`config.mk`:
```
export PLATFORM = sky130hd
export DESIGN_NAME = half_bridge_gate_ctrl
export DESIGN_NICKNAME = d
export VERILOG_FILES = /design/src/common/gate_ctrl_pkg.sv /design/src/pin_sync3.sv /design/src/half_bridge_gate_ctrl.sv
export SDC_FILE = /design/constraint.sdc
export NUM_CORES = 2
export LEC_CHECK = 0
export ABC_AREA = 0
export BUFFER_PORTS_ARGS = -buffer_cell sky130_fd_sc_hd__buf_2
export CORE_UTILIZATION = 46
export DETAILED_ROUTE_END_ITERATION = 10
export GPL_TIMING_DRIVEN = 0
export HOLD_SLACK_MARGIN = 0.12
export MAX_ROUTING_LAYER = met4
export PLACE_DENSITY = 0.64
export SYNTH_ARGS = -nofsm -noshare
export SYNTH_HDL_FRONTEND = slang
export SYNTH_SLANG_ARGS = --single-unit
```
`constraint.sdc`:
```
create_clock -name CLOCK -period 5.2 [get_ports CLOCK]
set_clock_uncertainty 0.1 [all_clocks]
set_input_delay 1.04 -clock CLOCK [delete_from_list [all_inputs] [get_ports CLOCK]]
set_output_delay 1.04 -clock CLOCK [all_outputs]
set_load 0.01 [all_outputs]
```
`src/common/gate_ctrl_pkg.sv`:
```
// constants, register map and enumerations of the half-bridge gate control block
// assumes a 50 MHz system clock and a 32-bit classic Wishbone register port
package gate_ctrl_pkg;
  localparam int NUM_BRIDGES = 3;
  localparam int CUR_W = 6;
  // register byte offsets
  localparam logic [7:0] OFS_GEN = 8'h00;
  localparam logic [7:0] OFS_MODE = 8'h04;
  localparam logic [7:0] OFS_ICHG = 8'h08;
  localparam logic [7:0] OFS_INIT = 8'h14;
  localparam logic [7:0] OFS_TPRE = 8'h20;
  localparam logic [7:0] OFS_STATUS = 8'h2c;
  localparam logic [7:0] OFS_ADAPT = 8'h30;
  // general_gate_setting fields
  localparam int GEN_NB_BIT = 0;
  localparam int GEN_DETECT_BIT = 1;
  localparam int GEN_SCHEME_LSB = 2;
  localparam int GEN_SPLIT_BIT = 4;
  localparam int GEN_HOLD_LSB = 8;
  // mode word: one nibble per bridge
  localparam int MODE_W = 4;
  localparam int MODE_SEL_LSB = 0;
  localparam int MODE_EN_BIT = 2;
  localparam int MODE_AFW_BIT = 3;
  // bridge_current_setting fields
  localparam int ICHG_CHG_LSB = 0;
  localparam int ICHG_DCHG_LSB = 8;
  localparam int ICHG_FW_LSB = 16;
  localparam int ICHG_LIM_LSB = 24;
  // prephase_initial_setting and prephase_duration_setting fields
  localparam int INIT_PCHG_LSB = 0;
  localparam int INIT_PDCHG_LSB = 8;
  localparam int TPRE_PCHG_LSB = 0;
  localparam int TPRE_PDCHG_LSB = 8;
  // reset values
  localparam logic [31:0] RST_GEN = 32'h0000_0400;
  localparam logic [31:0] RST_MODE = 32'h0000_0000;
  localparam logic [31:0] RST_ICHG = 32'h3f10_1010;
  localparam logic [31:0] RST_INIT = 32'h0000_0808;
  localparam logic [31:0] RST_TPRE = 32'h0000_2020;
  // current codes: minimum prephase step and hard-off sink (discharge code 63)
  localparam logic [CUR_W-1:0] MIN_PREPHASE_CODE = 6'h01;
  localparam logic [CUR_W-1:0] HARD_OFF_CODE = 6'h3f;
  // timing
  localparam int CLK_MHZ = 50;
  localparam int SWITCH_TIME_NS = 2000;
  localparam int SWITCH_CYCLES = (SWITCH_TIME_NS * CLK_MHZ + 999) / 1000;
  typedef enum logic [1:0] {
    MODE_PASSIVE_OFF = 2'b00,
    MODE_LOW_PWM = 2'b01,
    MODE_HIGH_PWM = 2'b10,
    MODE_ACTIVE_OFF = 2'b11
  } bridge_mode_e;
  typedef enum logic [1:0] {
    PH_HOLD = 2'b00,
    PH_PRE_A = 2'b01,
    PH_PRE_B = 2'b10,
    PH_MAIN = 2'b11
  } phase_e;
endpackage

```
`src/pin_sync3.sv`:
```
// three-stage synchroniser for asynchronous pin inputs
// assumes one clock; output follows once the second and third stage agree
`timescale 1ns/1ps
`default_nettype none
module pin_sync3 #(
  parameter int WIDTH = 1
) (
  input wire logic CLOCK,
  input wire logic RST_N,
  input wire logic [WIDTH-1:0] async_in,
  output var logic [WIDTH-1:0] sync_out
);
  logic [WIDTH-1:0] s1, s2, s3;
  logic [WIDTH-1:0] next_out;

  generate
    if (WIDTH < 1) begin : g_bad
      $error("pin_sync3 needs WIDTH of at least 1");
    end
  endgenerate

  // accept a level only where stages two and three agree
  always_comb begin
    for (int i = 0; i < WIDTH; i++) begin
      next_out[i] = (s2[i] == s3[i]) ? s3[i] : sync_out[i];
    end
  end

  // shift chain, first stage read only by the second
  always_ff @(posedge CLOCK or negedge RST_N) begin
    if (!RST_N) begin
      s1 <= '0;
      s2 <= '0;
      s3 <= '0;
      sync_out <= '0;
    end else begin
      s1 <= async_in;
      s2 <= s1;
      s3 <= s2;
      sync_out <= next_out;
    end
  end
endmodule
`default_nettype wire

```
`src/half_bridge_gate_ctrl.sv`:
```
// gate control sequencer for three half-bridges driven by three pwm inputs
// assumes a Wishbone master for configuration and external gate drivers
`timescale 1ns/1ps
`default_nettype none
module half_bridge_gate_ctrl (
  input wire logic CLOCK,
  input wire logic RST_N,
  input wire logic WB_CYC_I,
  input wire logic WB_STB_I,
  input wire logic WB_WE_I,
  input wire logic [7:0] WB_ADR_I,
  input wire logic [3:0] WB_SEL_I,
  input wire logic [31:0] WB_DAT_I,
  output var logic [31:0] WB_DAT_O,
  output var logic WB_ACK_O,
  input wire logic PWM_INPUT_ONE,
  input wire logic PWM_INPUT_THREE,
  input wire logic PWM_INPUT_FIVE,
  input wire logic [2:0] DELAY_LONG,
  output var logic [2:0] HIGH_SIDE_ON,
  output var logic [2:0] LOW_SIDE_ON,
  output var logic [17:0] HIGH_SIDE_CURRENT,
  output var logic [17:0] LOW_SIDE_CURRENT,
  output var logic [2:0] HIGH_SIDE_SINK,
  output var logic [2:0] LOW_SIDE_SINK,
  output var logic [2:0] PASSIVE_DISCHARGE
);
  localparam int NB = gate_ctrl_pkg::NUM_BRIDGES;
  localparam int CW = gate_ctrl_pkg::CUR_W;
  localparam logic [7:0] SW_LOAD = 8'(gate_ctrl_pkg::SWITCH_CYCLES - 1);
  localparam logic [CW-1:0] CMIN = gate_ctrl_pkg::MIN_PREPHASE_CODE;

  generate
    if (gate_ctrl_pkg::SWITCH_CYCLES > 256 || gate_ctrl_pkg::SWITCH_CYCLES < 1) begin : g_bad
      $error("switching phase does not fit the 8-bit phase counter");
    end
  endgenerate

  logic [31:0] gen, next_gen, mode_reg, next_mode;
  logic [31:0] ichg [NB];
  logic [31:0] next_ichg [NB];
  logic [31:0] init [NB];
  logic [31:0] next_init [NB];
  logic [31:0] tpre [NB];
  logic [31:0] next_tpre [NB];
  logic [31:0] rdata, next_dat;
  logic req, next_ack;
  logic [2:0] pwm_sync, slow;
  logic [5:0] sync_q;

  gate_ctrl_pkg::phase_e phase [NB];
  gate_ctrl_pkg::phase_e next_phase [NB];
  logic [7:0] cnt [NB];
  logic [7:0] next_cnt [NB];
  logic [CW-1:0] pre_chg [NB];
  logic [CW-1:0] next_pchg [NB];
  logic [CW-1:0] pre_dchg [NB];
  logic [CW-1:0] next_pdchg [NB];
  logic [NB-1:0] dir, next_dir, last_tgt, next_last;
  logic [NB-1:0] pwm_sel, afw_on, tgt, leave, adapt_chg, adapt_dchg;
  logic [7:0] len_new [NB];
  logic [7:0] len_cur [NB];
  logic [7:0] half_new [NB];
  logic [7:0] half_cur [NB];
  logic [CW-1:0] lim [NB];
  logic [2:0] next_hs_on, next_ls_on, next_hs_sink, next_ls_sink, next_passive;
  logic [17:0] next_hs_cur, next_ls_cur;
  logic [CW-1:0] pwm_cur, oth_cur, pre_now, hold_cur;
  logic pwm_sink, oth_sink, oth_on;
  gate_ctrl_pkg::bridge_mode_e msel;
  gate_ctrl_pkg::bridge_mode_e seq_mode;
  logic [1:0] scheme;

  // one step of the adaptive current, clamped to minimum and limit
  function automatic logic [CW-1:0] step_cur(input logic [CW-1:0] v, input logic up,
                                             input logic [CW-1:0] lmt);
    logic [CW:0] t;
    t = {1'b0, v};
    if (up) begin
      t = t + 7'h01;
    end else if (v != '0) begin
      t = t - 7'h01;
    end
    if (t > {1'b0, lmt}) begin
      t = {1'b0, lmt};
    end
    if (t < {1'b0, CMIN}) begin
      t = {1'b0, CMIN};
    end
    return t[CW-1:0];
  endfunction

  // byte-lane merge of a Wishbone write
  function automatic logic [31:0] merge(input logic [31:0] old, input logic [31:0] val,
                                        input logic [3:0] sel);
    logic [31:0] m;
    m = {{8{sel[3]}}, {8{sel[2]}}, {8{sel[1]}}, {8{sel[0]}}};
    return (old & ~m) | (val & m);
  endfunction

  // pwm pins and delay comparators cross into the clock domain
  pin_sync3 #(.WIDTH(6)) u_sync (
    .CLOCK(CLOCK),
    .RST_N(RST_N),
    .async_in({DELAY_LONG, PWM_INPUT_FIVE, PWM_INPUT_THREE, PWM_INPUT_ONE}),
    .sync_out(sync_q)
  );
  assign pwm_sync = sync_q[2:0];
  assign slow = sync_q[5:3];
  assign scheme = gen[gate_ctrl_pkg::GEN_SCHEME_LSB +: 2];
  assign hold_cur = gen[gate_ctrl_pkg::GEN_HOLD_LSB +: CW];

  // register read mux; unmapped offsets read zero
  always_comb begin
    rdata = 32'h0;
    if (WB_ADR_I == gate_ctrl_pkg::OFS_GEN) rdata = gen;
    if (WB_ADR_I == gate_ctrl_pkg::OFS_MODE) rdata = mode_reg;
    for (int b = 0; b < NB; b++) begin
      if (WB_ADR_I == gate_ctrl_pkg::OFS_ICHG + 8'(4 * b)) rdata = ichg[b];
      if (WB_ADR_I == gate_ctrl_pkg::OFS_INIT + 8'(4 * b)) rdata = init[b];
      if (WB_ADR_I == gate_ctrl_pkg::OFS_TPRE + 8'(4 * b)) rdata = tpre[b];
      if (WB_ADR_I == gate_ctrl_pkg::OFS_ADAPT + 8'(4 * b)) begin
        rdata = {18'h0, pre_dchg[b], 2'b00, pre_chg[b]};
      end
      if (WB_ADR_I == gate_ctrl_pkg::OFS_STATUS) begin
        rdata[b] = pwm_sync[b];
        rdata[3 + b] = HIGH_SIDE_ON[b];
        rdata[6 + b] = LOW_SIDE_ON[b];
        rdata[9 + b] = (phase[b] != gate_ctrl_pkg::PH_HOLD);
      end
    end
  end

  // bus slave: ack one cycle after the request, writes take effect with it
  always_comb begin
    req = WB_CYC_I && WB_STB_I && !WB_ACK_O;
    next_ack = req;
    next_dat = req ? rdata : 32'h0;
    next_gen = gen;
    next_mode = mode_reg;
    next_ichg = ichg;
    next_init = init;
    next_tpre = tpre;
    if (req && WB_WE_I) begin
      if (WB_ADR_I == gate_ctrl_pkg::OFS_GEN) next_gen = merge(gen, WB_DAT_I, WB_SEL_I);
      if (WB_ADR_I == gate_ctrl_pkg::OFS_MODE) next_mode = merge(mode_reg, WB_DAT_I, WB_SEL_I);
      for (int b = 0; b < NB; b++) begin
        if (WB_ADR_I == gate_ctrl_pkg::OFS_ICHG + 8'(4 * b)) begin
          next_ichg[b] = merge(ichg[b], WB_DAT_I, WB_SEL_I);
        end
        if (WB_ADR_I == gate_ctrl_pkg::OFS_INIT + 8'(4 * b)) begin
          next_init[b] = merge(init[b], WB_DAT_I, WB_SEL_I);
        end
        if (WB_ADR_I == gate_ctrl_pkg::OFS_TPRE + 8'(4 * b)) begin
          next_tpre[b] = merge(tpre[b], WB_DAT_I, WB_SEL_I);
        end
      end
    end
  end

  always_ff @(posedge CLOCK or negedge RST_N) begin
    if (!RST_N) begin
      WB_ACK_O <= 1'b0;
      WB_DAT_O <= 32'h0;
      gen <= gate_ctrl_pkg::RST_GEN;
      mode_reg <= gate_ctrl_pkg::RST_MODE;
      for (int b = 0; b < NB; b++) begin
        ichg[b] <= gate_ctrl_pkg::RST_ICHG;
        init[b] <= gate_ctrl_pkg::RST_INIT;
        tpre[b] <= gate_ctrl_pkg::RST_TPRE;
      end
    end else begin
      WB_ACK_O <= next_ack;
      WB_DAT_O <= next_dat;
      gen <= next_gen;
      mode_reg <= next_mode;
      ichg <= next_ichg;
      init <= next_init;
      tpre <= next_tpre;
    end
  end

  // per-bridge phase sequencer and current adaptation
  always_comb begin
    seq_mode = gate_ctrl_pkg::MODE_PASSIVE_OFF;
    for (int b = 0; b < NB; b++) begin
      seq_mode = gate_ctrl_pkg::bridge_mode_e'(mode_reg[b * 4 +: 2]);
      pwm_sel[b] = mode_reg[b * 4 + gate_ctrl_pkg::MODE_EN_BIT] && !gen[gate_ctrl_pkg::GEN_NB_BIT]
                   && (seq_mode == gate_ctrl_pkg::MODE_LOW_PWM
                       || seq_mode == gate_ctrl_pkg::MODE_HIGH_PWM);
      afw_on[b] = pwm_sel[b] && mode_reg[b * 4 + gate_ctrl_pkg::MODE_AFW_BIT];
      tgt[b] = pwm_sync[b];
      lim[b] = ichg[b][gate_ctrl_pkg::ICHG_LIM_LSB +: CW];
      len_new[b] = tgt[b] ? tpre[b][gate_ctrl_pkg::TPRE_PCHG_LSB +: 8]
                          : tpre[b][gate_ctrl_pkg::TPRE_PDCHG_LSB +: 8];
      len_cur[b] = dir[b] ? tpre[b][gate_ctrl_pkg::TPRE_PCHG_LSB +: 8]
                          : tpre[b][gate_ctrl_pkg::TPRE_PDCHG_LSB +: 8];
      half_new[b] = gen[gate_ctrl_pkg::GEN_SPLIT_BIT] ? (len_new[b] >> 1) : 8'h00;
      half_cur[b] = gen[gate_ctrl_pkg::GEN_SPLIT_BIT] ? (len_cur[b] >> 1) : 8'h00;
      next_phase[b] = phase[b];
      next_cnt[b] = cnt[b];
      next_dir[b] = dir[b];
      next_last[b] = last_tgt[b];
      next_pchg[b] = pre_chg[b];
      next_pdchg[b] = pre_dchg[b];
      leave[b] = 1'b0;
      if (!pwm_sel[b] || !scheme[1]) begin
        next_pchg[b] = init[b][gate_ctrl_pkg::INIT_PCHG_LSB +: CW];
        next_pdchg[b] = init[b][gate_ctrl_pkg::INIT_PDCHG_LSB +: CW];
      end
      if (!pwm_sel[b]) begin
        next_phase[b] = gate_ctrl_pkg::PH_HOLD;
        next_cnt[b] = 8'h00;
        next_dir[b] = 1'b0;
        next_last[b] = 1'b0;
      end else if (tgt[b] != last_tgt[b]) begin
        next_last[b] = tgt[b];
        next_dir[b] = tgt[b];
        if (scheme == 2'b00 || len_new[b] == half_new[b]) begin
          next_phase[b] = gate_ctrl_pkg::PH_MAIN;
          next_cnt[b] = SW_LOAD;
        end else begin
          next_phase[b] = gate_ctrl_pkg::PH_PRE_A;
          next_cnt[b] = len_new[b] - half_new[b] - 8'h01;
        end
      end else begin
        case (phase[b])
          gate_ctrl_pkg::PH_PRE_A: begin
            if (cnt[b] != 8'h00) begin
              next_cnt[b] = cnt[b] - 8'h01;
            end else if (half_cur[b] != 8'h00) begin
              next_phase[b] = gate_ctrl_pkg::PH_PRE_B;
              next_cnt[b] = half_cur[b] - 8'h01;
            end else begin
              leave[b] = 1'b1;
            end
          end
          gate_ctrl_pkg::PH_PRE_B: begin
            if (cnt[b] != 8'h00) next_cnt[b] = cnt[b] - 8'h01;
            else leave[b] = 1'b1;
          end
          gate_ctrl_pkg::PH_MAIN: begin
            if (cnt[b] != 8'h00) next_cnt[b] = cnt[b] - 8'h01;
            else next_phase[b] = gate_ctrl_pkg::PH_HOLD;
          end
          default: next_phase[b] = gate_ctrl_pkg::PH_HOLD;
        endcase
      end
      adapt_chg[b] = leave[b] && scheme[1] && dir[b];
      adapt_dchg[b] = leave[b] && scheme[1] && !dir[b];
      if (leave[b]) begin
        next_phase[b] = gate_ctrl_pkg::PH_MAIN;
        next_cnt[b] = SW_LOAD;
      end
      if (adapt_chg[b]) next_pchg[b] = step_cur(pre_chg[b], slow[b], lim[b]);
      if (adapt_dchg[b]) next_pdchg[b] = step_cur(pre_dchg[b], slow[b], lim[b]);
    end
  end

  // gate commands and drive currents for both switches of every bridge
  always_comb begin
    next_hs_on = '0;
    next_ls_on = '0;
    next_hs_sink = '0;
    next_ls_sink = '0;
    next_passive = '0;
    next_hs_cur = '0;
    next_ls_cur = '0;
    msel = gate_ctrl_pkg::MODE_PASSIVE_OFF;
    pwm_cur = '0;
    oth_cur = '0;
    pre_now = '0;
    pwm_sink = 1'b0;
    oth_sink = 1'b0;
    oth_on = 1'b0;
    for (int b = 0; b < NB; b++) begin
      msel = gate_ctrl_pkg::bridge_mode_e'(mode_reg[b * 4 +: 2]);
      pre_now = dir[b] ? pre_chg[b] : pre_dchg[b];
      case (phase[b])
        gate_ctrl_pkg::PH_PRE_A: pwm_cur = pre_now;
        gate_ctrl_pkg::PH_PRE_B: pwm_cur = ((pre_now >> 1) < CMIN) ? CMIN : (pre_now >> 1);
        gate_ctrl_pkg::PH_MAIN: begin
          pwm_cur = dir[b] ? ichg[b][gate_ctrl_pkg::ICHG_CHG_LSB +: CW]
                           : ichg[b][gate_ctrl_pkg::ICHG_DCHG_LSB +: CW];
        end
        default: pwm_cur = hold_cur;
      endcase
      pwm_sink = (phase[b] == gate_ctrl_pkg::PH_HOLD) ? !last_tgt[b] : !dir[b];
      oth_on = afw_on[b] && !last_tgt[b];
      oth_sink = !oth_on;
      if (phase[b] == gate_ctrl_pkg::PH_HOLD) oth_cur = hold_cur;
      else if (afw_on[b]) oth_cur = ichg[b][gate_ctrl_pkg::ICHG_FW_LSB +: CW];
      else if (dir[b]) oth_cur = gate_ctrl_pkg::HARD_OFF_CODE;
      else oth_cur = hold_cur;
      if (msel == gate_ctrl_pkg::MODE_PASSIVE_OFF) begin
        next_passive[b] = 1'b1;
      end else if (!pwm_sel[b]) begin
        next_hs_sink[b] = 1'b1;
        next_ls_sink[b] = 1'b1;
        next_hs_cur[b * CW +: CW] = hold_cur;
        next_ls_cur[b * CW +: CW] = hold_cur;
      end else if (msel == gate_ctrl_pkg::MODE_HIGH_PWM) begin
        next_hs_on[b] = last_tgt[b];
        next_hs_sink[b] = pwm_sink;
        next_hs_cur[b * CW +: CW] = pwm_cur;
        next_ls_on[b] = oth_on;
        next_ls_sink[b] = oth_sink;
        next_ls_cur[b * CW +: CW] = oth_cur;
      end else begin
        next_ls_on[b] = last_tgt[b];
        next_ls_sink[b] = pwm_sink;
        next_ls_cur[b * CW +: CW] = pwm_cur;
        next_hs_on[b] = oth_on;
        next_hs_sink[b] = oth_sink;
        next_hs_cur[b * CW +: CW] = oth_cur;
      end
    end
  end

  always_ff @(posedge CLOCK or negedge RST_N) begin
    if (!RST_N) begin
      for (int b = 0; b < NB; b++) begin
        phase[b] <= gate_ctrl_pkg::PH_HOLD;
        cnt[b] <= 8'h00;
        pre_chg[b] <= gate_ctrl_pkg::RST_INIT[gate_ctrl_pkg::INIT_PCHG_LSB +: CW];
        pre_dchg[b] <= gate_ctrl_pkg::RST_INIT[gate_ctrl_pkg::INIT_PDCHG_LSB +: CW];
      end
      dir <= '0;
      last_tgt <= '0;
      HIGH_SIDE_ON <= '0;
      LOW_SIDE_ON <= '0;
      HIGH_SIDE_SINK <= '0;
      LOW_SIDE_SINK <= '0;
      HIGH_SIDE_CURRENT <= '0;
      LOW_SIDE_CURRENT <= '0;
      PASSIVE_DISCHARGE <= 3'h7;
    end else begin
      phase <= next_phase;
      cnt <= next_cnt;
      pre_chg <= next_pchg;
      pre_dchg <= next_pdchg;
      dir <= next_dir;
      last_tgt <= next_last;
      HIGH_SIDE_ON <= next_hs_on;
      LOW_SIDE_ON <= next_ls_on;
      HIGH_SIDE_SINK <= next_hs_sink;
      LOW_SIDE_SINK <= next_ls_sink;
      HIGH_SIDE_CURRENT <= next_hs_cur;
      LOW_SIDE_CURRENT <= next_ls_cur;
      PASSIVE_DISCHARGE <= next_passive;
    end
  end

  wire cfg_low0 = mode_reg[3:0] == 4'b0101 && !gen[0];
  wire cfg_high0 = mode_reg[3:0] == 4'b1110 && !gen[0];
  wire cfg_pasv0 = mode_reg[3:0] == 4'b0110 && !gen[0];
endmodule
`default_nettype wire

```
**Word level (Yosys, flattened, before mapping)**

Index checks and enable logic that the tools add are counted.

- $add $sub $neg: 24
- Bitwise operators: 24
- Equal/unequal tests: 65
- Reduce and logical (&&, ||, !) cells: 94
- $lt $le $gt $ge: 15
- Mux-type cells: 237

Operator list:

| operator | number |
|---|---|
| 32-bit two-way mux | 15 |
| 32-bit AND | 12 |
| 32-bit OR | 11 |
| 6-bit two-way mux | 51 |
| 7-bit two-way mux | 36 |
| 8-bit two-way mux | 27 |
| 1-bit two-way mux | 72 |
| 8-bit by 6-bit equality test with 1-bit output, second input constant | 7 |
| 6-bit one-hot mux with 3 select lines | 3 |
| 8-bit one-hot mux with 2 select lines | 3 |
| 8-bit nonzero test | 6 |
| 8-bit by 1-bit subtractor with 8-bit output, second input constant | 6 |
| 5-bit inequality test, second input constant | 9 |
| 6-bit by 1-bit adder with 7-bit output, second input constant | 6 |
| 7-bit by 6-bit greater-than comparator with 1-bit output | 6 |
| 7-bit by 1-bit less-than comparator with 1-bit output, second input constant | 6 |
| 2-bit two-way mux | 21 |
| 6-bit by 1-bit subtractor with 7-bit output, second input constant | 6 |
| 6-bit nonzero test | 6 |
| 8-bit by 5-bit equality test with 1-bit output, second input constant | 4 |
| 32-bit inverter | 1 |
| 5-bit by 2-bit inequality test with 1-bit output, second input constant | 6 |
| 8-bit by 7-bit equality test with 1-bit output | 3 |
| 1-bit logical AND | 24 |
| other kinds (24) | 112 |

- Flip-flop bits (word level): 529
- Output and inout port bits: 84
- Input bits: 55

**Depth between registers and ports, before layout**

- Word-level depth: 19
- Mapped depth: 16
- Gate-level depth less buffers: 15

**By module**

A second synthesis with hierarchy kept.

- Cell total of the unflattened synthesis: 2911
- Area total of the unflattened synthesis: 30435.4 sq um

By module, submodules not included:

| module | area an instance (sq um) | instances | cells an instance | sequential area each (sq um) |
|---|---|---|---|---|
| half_bridge_gate_ctrl | 29767.3 | 1 | 2881 | 12698.4 |
| pin_sync3 | 668.1 | 1 | 30 | 600.6 |

**Worst setup path after synthesis**

No wires, ideal clock.

- Kind: reg2reg
- Start point: reg pre_chg[1] (netlist bit)
- End point: reg pre_chg[2] (netlist bit)
- Period minus slack after synthesis: 4.085 ns
- Arrival time: 3.859 ns
- Path slack: 1.115 ns
- Cell stages (with the launch flop): 15
- Required time: 4.974 ns
- Library setup time: 0.126 ns
- Path through: dfrtp_1 -> clkbuf_1 -> inv_1 -> ha_1 -> or3b_1 -> or3_4 -> a311oi_1 -> ha_1 -> nor2b_1 -> o21ai_0 -> nand2_1 -> a21o_1 -> a21oi_1 -> mux2_2 -> a221o_1

- Longest elaborated chain between the ends: 10

Ends and longest elaborated chain:

| what | RTL line | RTL |
|---|---|---|
| start, declared | half_bridge_gate_ctrl.sv:55 | `logic [CW-1:0] pre_chg [NB];` |
| start signal, assigned by index | half_bridge_gate_ctrl.sv:325 | `pre_chg[b] <= gate_ctrl_pkg::RST_INIT[gate_ctrl_pkg::INIT_PCHG_LSB +: CW];` |
| start signal, assigned | half_bridge_gate_ctrl.sv:340 | `pre_chg <= next_pchg;` |
| 6-bit by 1-bit subtractor with 7-bit output or 6-bit nonzero test (tied branches) | half_bridge_gate_ctrl.sv:82, half_bridge_gate_ctrl.sv:81 |  |
| 7-bit two-way mux | half_bridge_gate_ctrl.sv:81 | `end else if (v != '0) begin` |
| 7-bit two-way mux * | half_bridge_gate_ctrl.sv:79 | `if (up) begin` |
| 7-bit two-way mux * | half_bridge_gate_ctrl.sv:255 | `if (adapt_chg[b]) next_pchg[b] = step_cur(pre_chg[b], slow[b], lim[b]);` |
| 7-bit by 6-bit greater-than comparator with 1-bit output | half_bridge_gate_ctrl.sv:84 | `if (t > {1'b0, lmt}) begin` |
| 7-bit two-way mux * | half_bridge_gate_ctrl.sv:84 |  |
| 7-bit two-way mux * | half_bridge_gate_ctrl.sv:255 |  |
| 7-bit by 1-bit less-than comparator with 1-bit output | half_bridge_gate_ctrl.sv:87 | `if (t < {1'b0, CMIN}) begin` |
| 6-bit two-way mux * | half_bridge_gate_ctrl.sv:87 |  |
| 6-bit two-way mux * | half_bridge_gate_ctrl.sv:255 |  |

Every way passes the cells marked *; elsewhere a longest branch is shown, timed or not. The select of a mux whose other input is x is not followed.
A chain may end at the register's enable or synchronous reset.

**Worst setup path in the final report**

- Start point: in WB_ADR_I[1]
- End point: reg WB_DAT_O[7]

- Longest elaborated chain between the ends: 17

Ends and longest elaborated chain:

| what | RTL line | RTL |
|---|---|---|
| start, declared | half_bridge_gate_ctrl.sv:11 | `input wire logic [7:0] WB_ADR_I,` |
| 8-bit logical NOT | half_bridge_gate_ctrl.sv:116 | `if (WB_ADR_I == gate_ctrl_pkg::OFS_GEN) rdata = gen;` |
| 32-bit two-way mux | half_bridge_gate_ctrl.sv:116 |  |
| 32-bit two-way mux | half_bridge_gate_ctrl.sv:117 | `if (WB_ADR_I == gate_ctrl_pkg::OFS_MODE) rdata = mode_reg;` |
| 32-bit two-way mux | half_bridge_gate_ctrl.sv:119 | `if (WB_ADR_I == gate_ctrl_pkg::OFS_ICHG + 8'(4 * b)) rdata = ichg[b];` |
| 32-bit two-way mux | half_bridge_gate_ctrl.sv:120 | `if (WB_ADR_I == gate_ctrl_pkg::OFS_INIT + 8'(4 * b)) rdata = init[b];` |
| 32-bit two-way mux | half_bridge_gate_ctrl.sv:121 | `if (WB_ADR_I == gate_ctrl_pkg::OFS_TPRE + 8'(4 * b)) rdata = tpre[b];` |
| 32-bit two-way mux | half_bridge_gate_ctrl.sv:122 | `if (WB_ADR_I == gate_ctrl_pkg::OFS_ADAPT + 8'(4 * b)) begin` |
| 32-bit two-way mux | half_bridge_gate_ctrl.sv:119 |  |
| [... 2 more ...] | -- |  |
| 32-bit two-way mux | half_bridge_gate_ctrl.sv:122 |  |
| 1-bit two-way mux | half_bridge_gate_ctrl.sv:125 | `if (WB_ADR_I == gate_ctrl_pkg::OFS_STATUS) begin` |
| 32-bit two-way mux | half_bridge_gate_ctrl.sv:119 |  |
| 32-bit two-way mux | half_bridge_gate_ctrl.sv:120 |  |
| 32-bit two-way mux | half_bridge_gate_ctrl.sv:121 |  |
| 32-bit two-way mux * | half_bridge_gate_ctrl.sv:122 |  |
| 32-bit two-way mux * | half_bridge_gate_ctrl.sv:138 | `next_dat = req ? rdata : 32'h0;` |
| net next_dat[7] | half_bridge_gate_ctrl.sv:46 | `logic [31:0] rdata, next_dat;` |
| end signal, assigned | half_bridge_gate_ctrl.sv:174 | `WB_DAT_O <= next_dat;` |
| end, declared | half_bridge_gate_ctrl.sv:14 | `output var logic [31:0] WB_DAT_O,` |

The timed path passes the listed nets; every way through them passes the cells marked *.

==> reports/qor.txt <==
Result of the run = finished clean
Slew at the pin closest to its max-slew limit = 1.383 ns
Leakage = 0.01572 uW
Chain of cells forming the critical path = buf_2 -> clkbuf_1 -> nor4b_2 -> nand2_1 -> nor2_1 -> buf_2 -> clkbuf_1 -> a22oi_1 -> a21boi_0
Routed length per placed instance = 29.56 um
Clock slew at the register clock pins of the worst setup and hold paths = 0.06 ns
Post-route clock period utilization = 97.93%
Clock power share = 47.1%
Clock tree from TritonCTS = built
Post-route core utilization = 52.70%
Crit-path max cell delay = 0.88 ns
Global placer's final weighted congestion = 1.044
CTS Hold Bufs = 0
Number of rows created at floorplan = 93
Root Buffer Master = sky130_fd_sc_hd__clkbuf_16
Unrepaired setup endpoints after global routing = no
Buffer levels on the longest clock path = 3
Compound-cell area share of the yosys netlist = 16.28%
Residual antenna-violating net count after detailed routing = 0
Endpoints failing hold = 0
Via count of the first global-routing pass = 25548
Share of flip-flops with an asynchronous set or reset after synthesis = 100.0%
Clock latency on the worst-skew pair = 0.65 ns
Sw Ratio = 25.10%
Total Power = 9020 uW
Sinks on Clock Net = 529
Count of boundary I/O pins = 139
Via density per instance = 6.468
Synth unique cells = 91
Most numerous cell in the Yosys netlist = sky130_fd_sc_hd__dfrtp_1
Combinational fraction of design power = 6.5%
Count of TritonRoute iterations in the first routing pass = 6
Synthesized instance count = 2890
Number of H-tree levels = 2
Min setup slack post-route = 0.1074 ns
Sequential cell area fraction in the yosys report = 44.09%
Post-synth EDFFs = 0
Total routing usage reported by global routing = 36.29%
Setup Fix Bufs, Post-CTS = 0
Worst endpoint required time = 5.58 ns
Clock period minus final worst setup slack = 5.093 ns
Multiplexer area fraction after synthesis = 18.61%
Layout filler cell count = 5836
Overall routed net length = 118300 um
Crit-path slowest cell = sky130_fd_sc_hd__clkbuf_1
Internal = 6756 uW
Share of final-layout standard cells stronger than drive strength 1 = 24.51%
Achievable frequency = 0.1964 GHz
Die Footprint = 0.06660 mm2
P_sw = 2264 uW
Count of vias placed by the detailed router = 25871
Maximum vdd drop = 0.0002716 V
Pin count of the biggest net entering global routing = 131
Yosys warns = 0
# DRC = 0
Portion of synthesized cell area occupied by the leading cell type = 39.82%
Count of max-cap constraint violations = 0
Non-filler instance count after layout = 4000
Part of the total power dissipated in sequential elements = 46.4%
Clock buffers created by TritonCTS = 59
Dominant combinational cell family by area after synthesis = multiplexers
Post-synthesis register bit count = 529
Post-synthesis area per instance = 10.44 um2
Setup Viol. Count Final = 0
Global-route congestion overflow total = 0
Biggest area consumer among synthesized cells = sky130_fd_sc_hd__dfrtp_1
Power Dens Cells = 265.0 mW/mm2
Area growth from synthesis to final layout = 12.84%
Die Height = 258.1 um
Starting Density = 46.71%
Biggest area contributors in the synthesized netlist = sky130_fd_sc_hd__dfrtp_1, sky130_fd_sc_hd__mux2_2, sky130_fd_sc_hd__dfstp_2, sky130_fd_sc_hd__ha_1, sky130_fd_sc_hd__nand2_1
Detailed-placement wirelength estimate = 88770 um
Class of the tightest hold or removal check = reg2reg
Crit. End Element = register
Core area = 0.06458 mm2
Starting DRT DRC Count = 2798
Post-Synth XOR/XNOR Area = 1.539%
Path type of the worst setup path = in2reg
Worst Path Arrival = 5.48 ns
Total standard cell area after synthesis = 0.03016 mm2
Basic-gate share of the synthesized area counting and, or, nand and nor cells = 11.43%
Critical-path maximum fanout = 10
Final net count = 3249
Dpl ws = -0.7505 ns
Cell total after placement = 3887
Number of I/O port buffers = 136
Global-route wire length before repair = 172900 um
Max-slew headroom at the worst pin = 7.466%
Sort of element at the start of the critical path = input port
Final-report max-slew violation count = 0
Chip width = 258.1 um
Most frequently used flop master after synthesis = sky130_fd_sc_hd__dfrtp_1
Initial antenna violation count = 6
Adder-cell area share of the yosys netlist = 4.505%
Nets in the synthesized netlist = 3047
Commonest cells in the synthesized netlist = sky130_fd_sc_hd__dfrtp_1, sky130_fd_sc_hd__mux2_2, sky130_fd_sc_hd__nand2_1
## worst paths after layout
path,endpoint,slack [ns],startpoint,cells after the start
worst min register to register,u_sync.s2[0]$_DFF_PN0_,0.25,u_sync.s1[0]$_DFF_PN0_,0
min in group asynchronous,u_sync.sync_out[5]$_DFFE_PN0N_,0.29,RST_N,1
worst max-delay path,WB_DAT_O[7]$_DFF_PN0_,0.11,WB_ADR_I[1],9
max in group asynchronous,async pin,3.18,RST_N,3
worst max register to register,pre_chg[7]$_DFFE_PN0P_,0.33,pre_chg[6]$_DFFE_PN0P_,15
worst min-delay path,u_sync.s2[0]$_DFF_PN0_,0.25,u_sync.s1[0]$_DFF_PN0_,0
## cell families after synthesis
| group | Yosys count |
|---|---|
| compound gates | 719 |
| simple gates | 701 |
| flops | 529 |
| mux | 507 |
| buf+inv | 273 |
| fa+ha+maj | 108 |
| xor+xnor | 53 |
## timing repair
item	CTS	global route
setup endpoints to repair	9	24
cloned	0	0
gates resized for setup	3	4
## critical path, delay by kind of cell
family / cells / cell delay (ns)
AO/OA/AOI/OAI: 2 / 0.70
AND/OR/NAND/NOR: 3 / 1.89
buffers and inverters: 4 / 1.80
## power groups by stage
| stage | Clock (uW) | Sequential (uW) | Combinational (uW) |
|---|---|---|---|
| after global placement | 0 | 4260 | 551 |
| after floorplan | 0 | 4250 | 312 |
| after global routing | 4440 | 4190 | 637 |
| after detailed placement | 0 | 4260 | 575 |
| final | 4250 | 4190 | 586 |
| after CTS | 4290 | 4190 | 579 |
## per-stage QoR
| step | hold WS [ns] | TNS [ns] | instance area, um2 |
|---|---|---|---|
| after floorplan | 0.2312 | 0 | 30160 |
| after global placement | 0.2331 | -3851.06 | 31910 |
| after detailed placement | 0.2358 | -5.120 | 32070 |
| after CTS | 0.2488 | 0 | 34020 |
| after global routing | 0.2575 | 0 | 34030 |
| final | 0.2488 | 0 | 34040 |
## routing by layer
| layer | GRT usage [%] | wire (um) | vias up |
|---|---|---|---|
| li1 | - | - | 11196 |
| met1 | 46.66 | 49470 | 13246 |
| met2 | 56.32 | 54430 | 1163 |
| met3 | 6.125 | 8698 | 266 |
| met4 | 15.91 | 5664 | 0 |
| met5 | - | 0 | - |
## final cells by class
class	count	area (um2)	share of cell area, %
Multi-Input combinational cell	2088	15830	46.51
Sequential cell	529	13300	39.07
Clock buffer	87	1662	4.882
Tap cell	855	1070	3.143
Timing Repair Buffer	142	815.8	2.397
Buffer	195	779.5	2.290
Inverter	77	289.0	0.8492
Clock inverter	23	280.3	0.8234
Antenna cell	4	10.01	0.02941
## cell usage in the layout, fill, tap and decap left out, types with 13 or more instances in the layout
| master | instances |
|---|---|
| sky130_fd_sc_hd__dfrtp_1 | 480 |
| sky130_fd_sc_hd__mux2_2 | 430 |
| sky130_fd_sc_hd__nand2_1 | 247 |
| sky130_fd_sc_hd__a21oi_1 | 168 |
| sky130_fd_sc_hd__clkbuf_1 | 161 |
| sky130_fd_sc_hd__buf_2 | 159 |
| sky130_fd_sc_hd__nor2_1 | 138 |
| sky130_fd_sc_hd__o21ai_0 | 131 |
| sky130_fd_sc_hd__ha_1 | 99 |
| sky130_fd_sc_hd__inv_1 | 77 |
| sky130_fd_sc_hd__mux2i_1 | 77 |
| sky130_fd_sc_hd__a22oi_1 | 69 |
| sky130_fd_sc_hd__nand3_1 | 67 |
| sky130_fd_sc_hd__clkbuf_16 | 59 |
| sky130_fd_sc_hd__dfstp_2 | 49 |
| sky130_fd_sc_hd__nor3_1 | 45 |
| sky130_fd_sc_hd__a221oi_1 | 35 |
| sky130_fd_sc_hd__xnor2_1 | 32 |
| sky130_fd_sc_hd__a21o_1 | 31 |
| sky130_fd_sc_hd__a222oi_1 | 30 |
| sky130_fd_sc_hd__o22ai_1 | 30 |
| sky130_fd_sc_hd__buf_1 | 26 |
| sky130_fd_sc_hd__a31oi_1 | 26 |
| sky130_fd_sc_hd__or3_1 | 23 |
| sky130_fd_sc_hd__o211ai_1 | 23 |
| sky130_fd_sc_hd__a211oi_1 | 23 |
| sky130_fd_sc_hd__and3_1 | 22 |
| sky130_fd_sc_hd__xor2_1 | 21 |
| sky130_fd_sc_hd__a22o_1 | 19 |
| sky130_fd_sc_hd__and2_1 | 19 |
| sky130_fd_sc_hd__nor2b_1 | 18 |
| sky130_fd_sc_hd__o221ai_1 | 18 |
| sky130_fd_sc_hd__nand4_1 | 16 |
| sky130_fd_sc_hd__nor4_1 | 14 |
| sky130_fd_sc_hd__nand2b_1 | 13 |
| sky130_fd_sc_hd__o21a_1 | 13 |
Power figures use the tool's default switching activity.
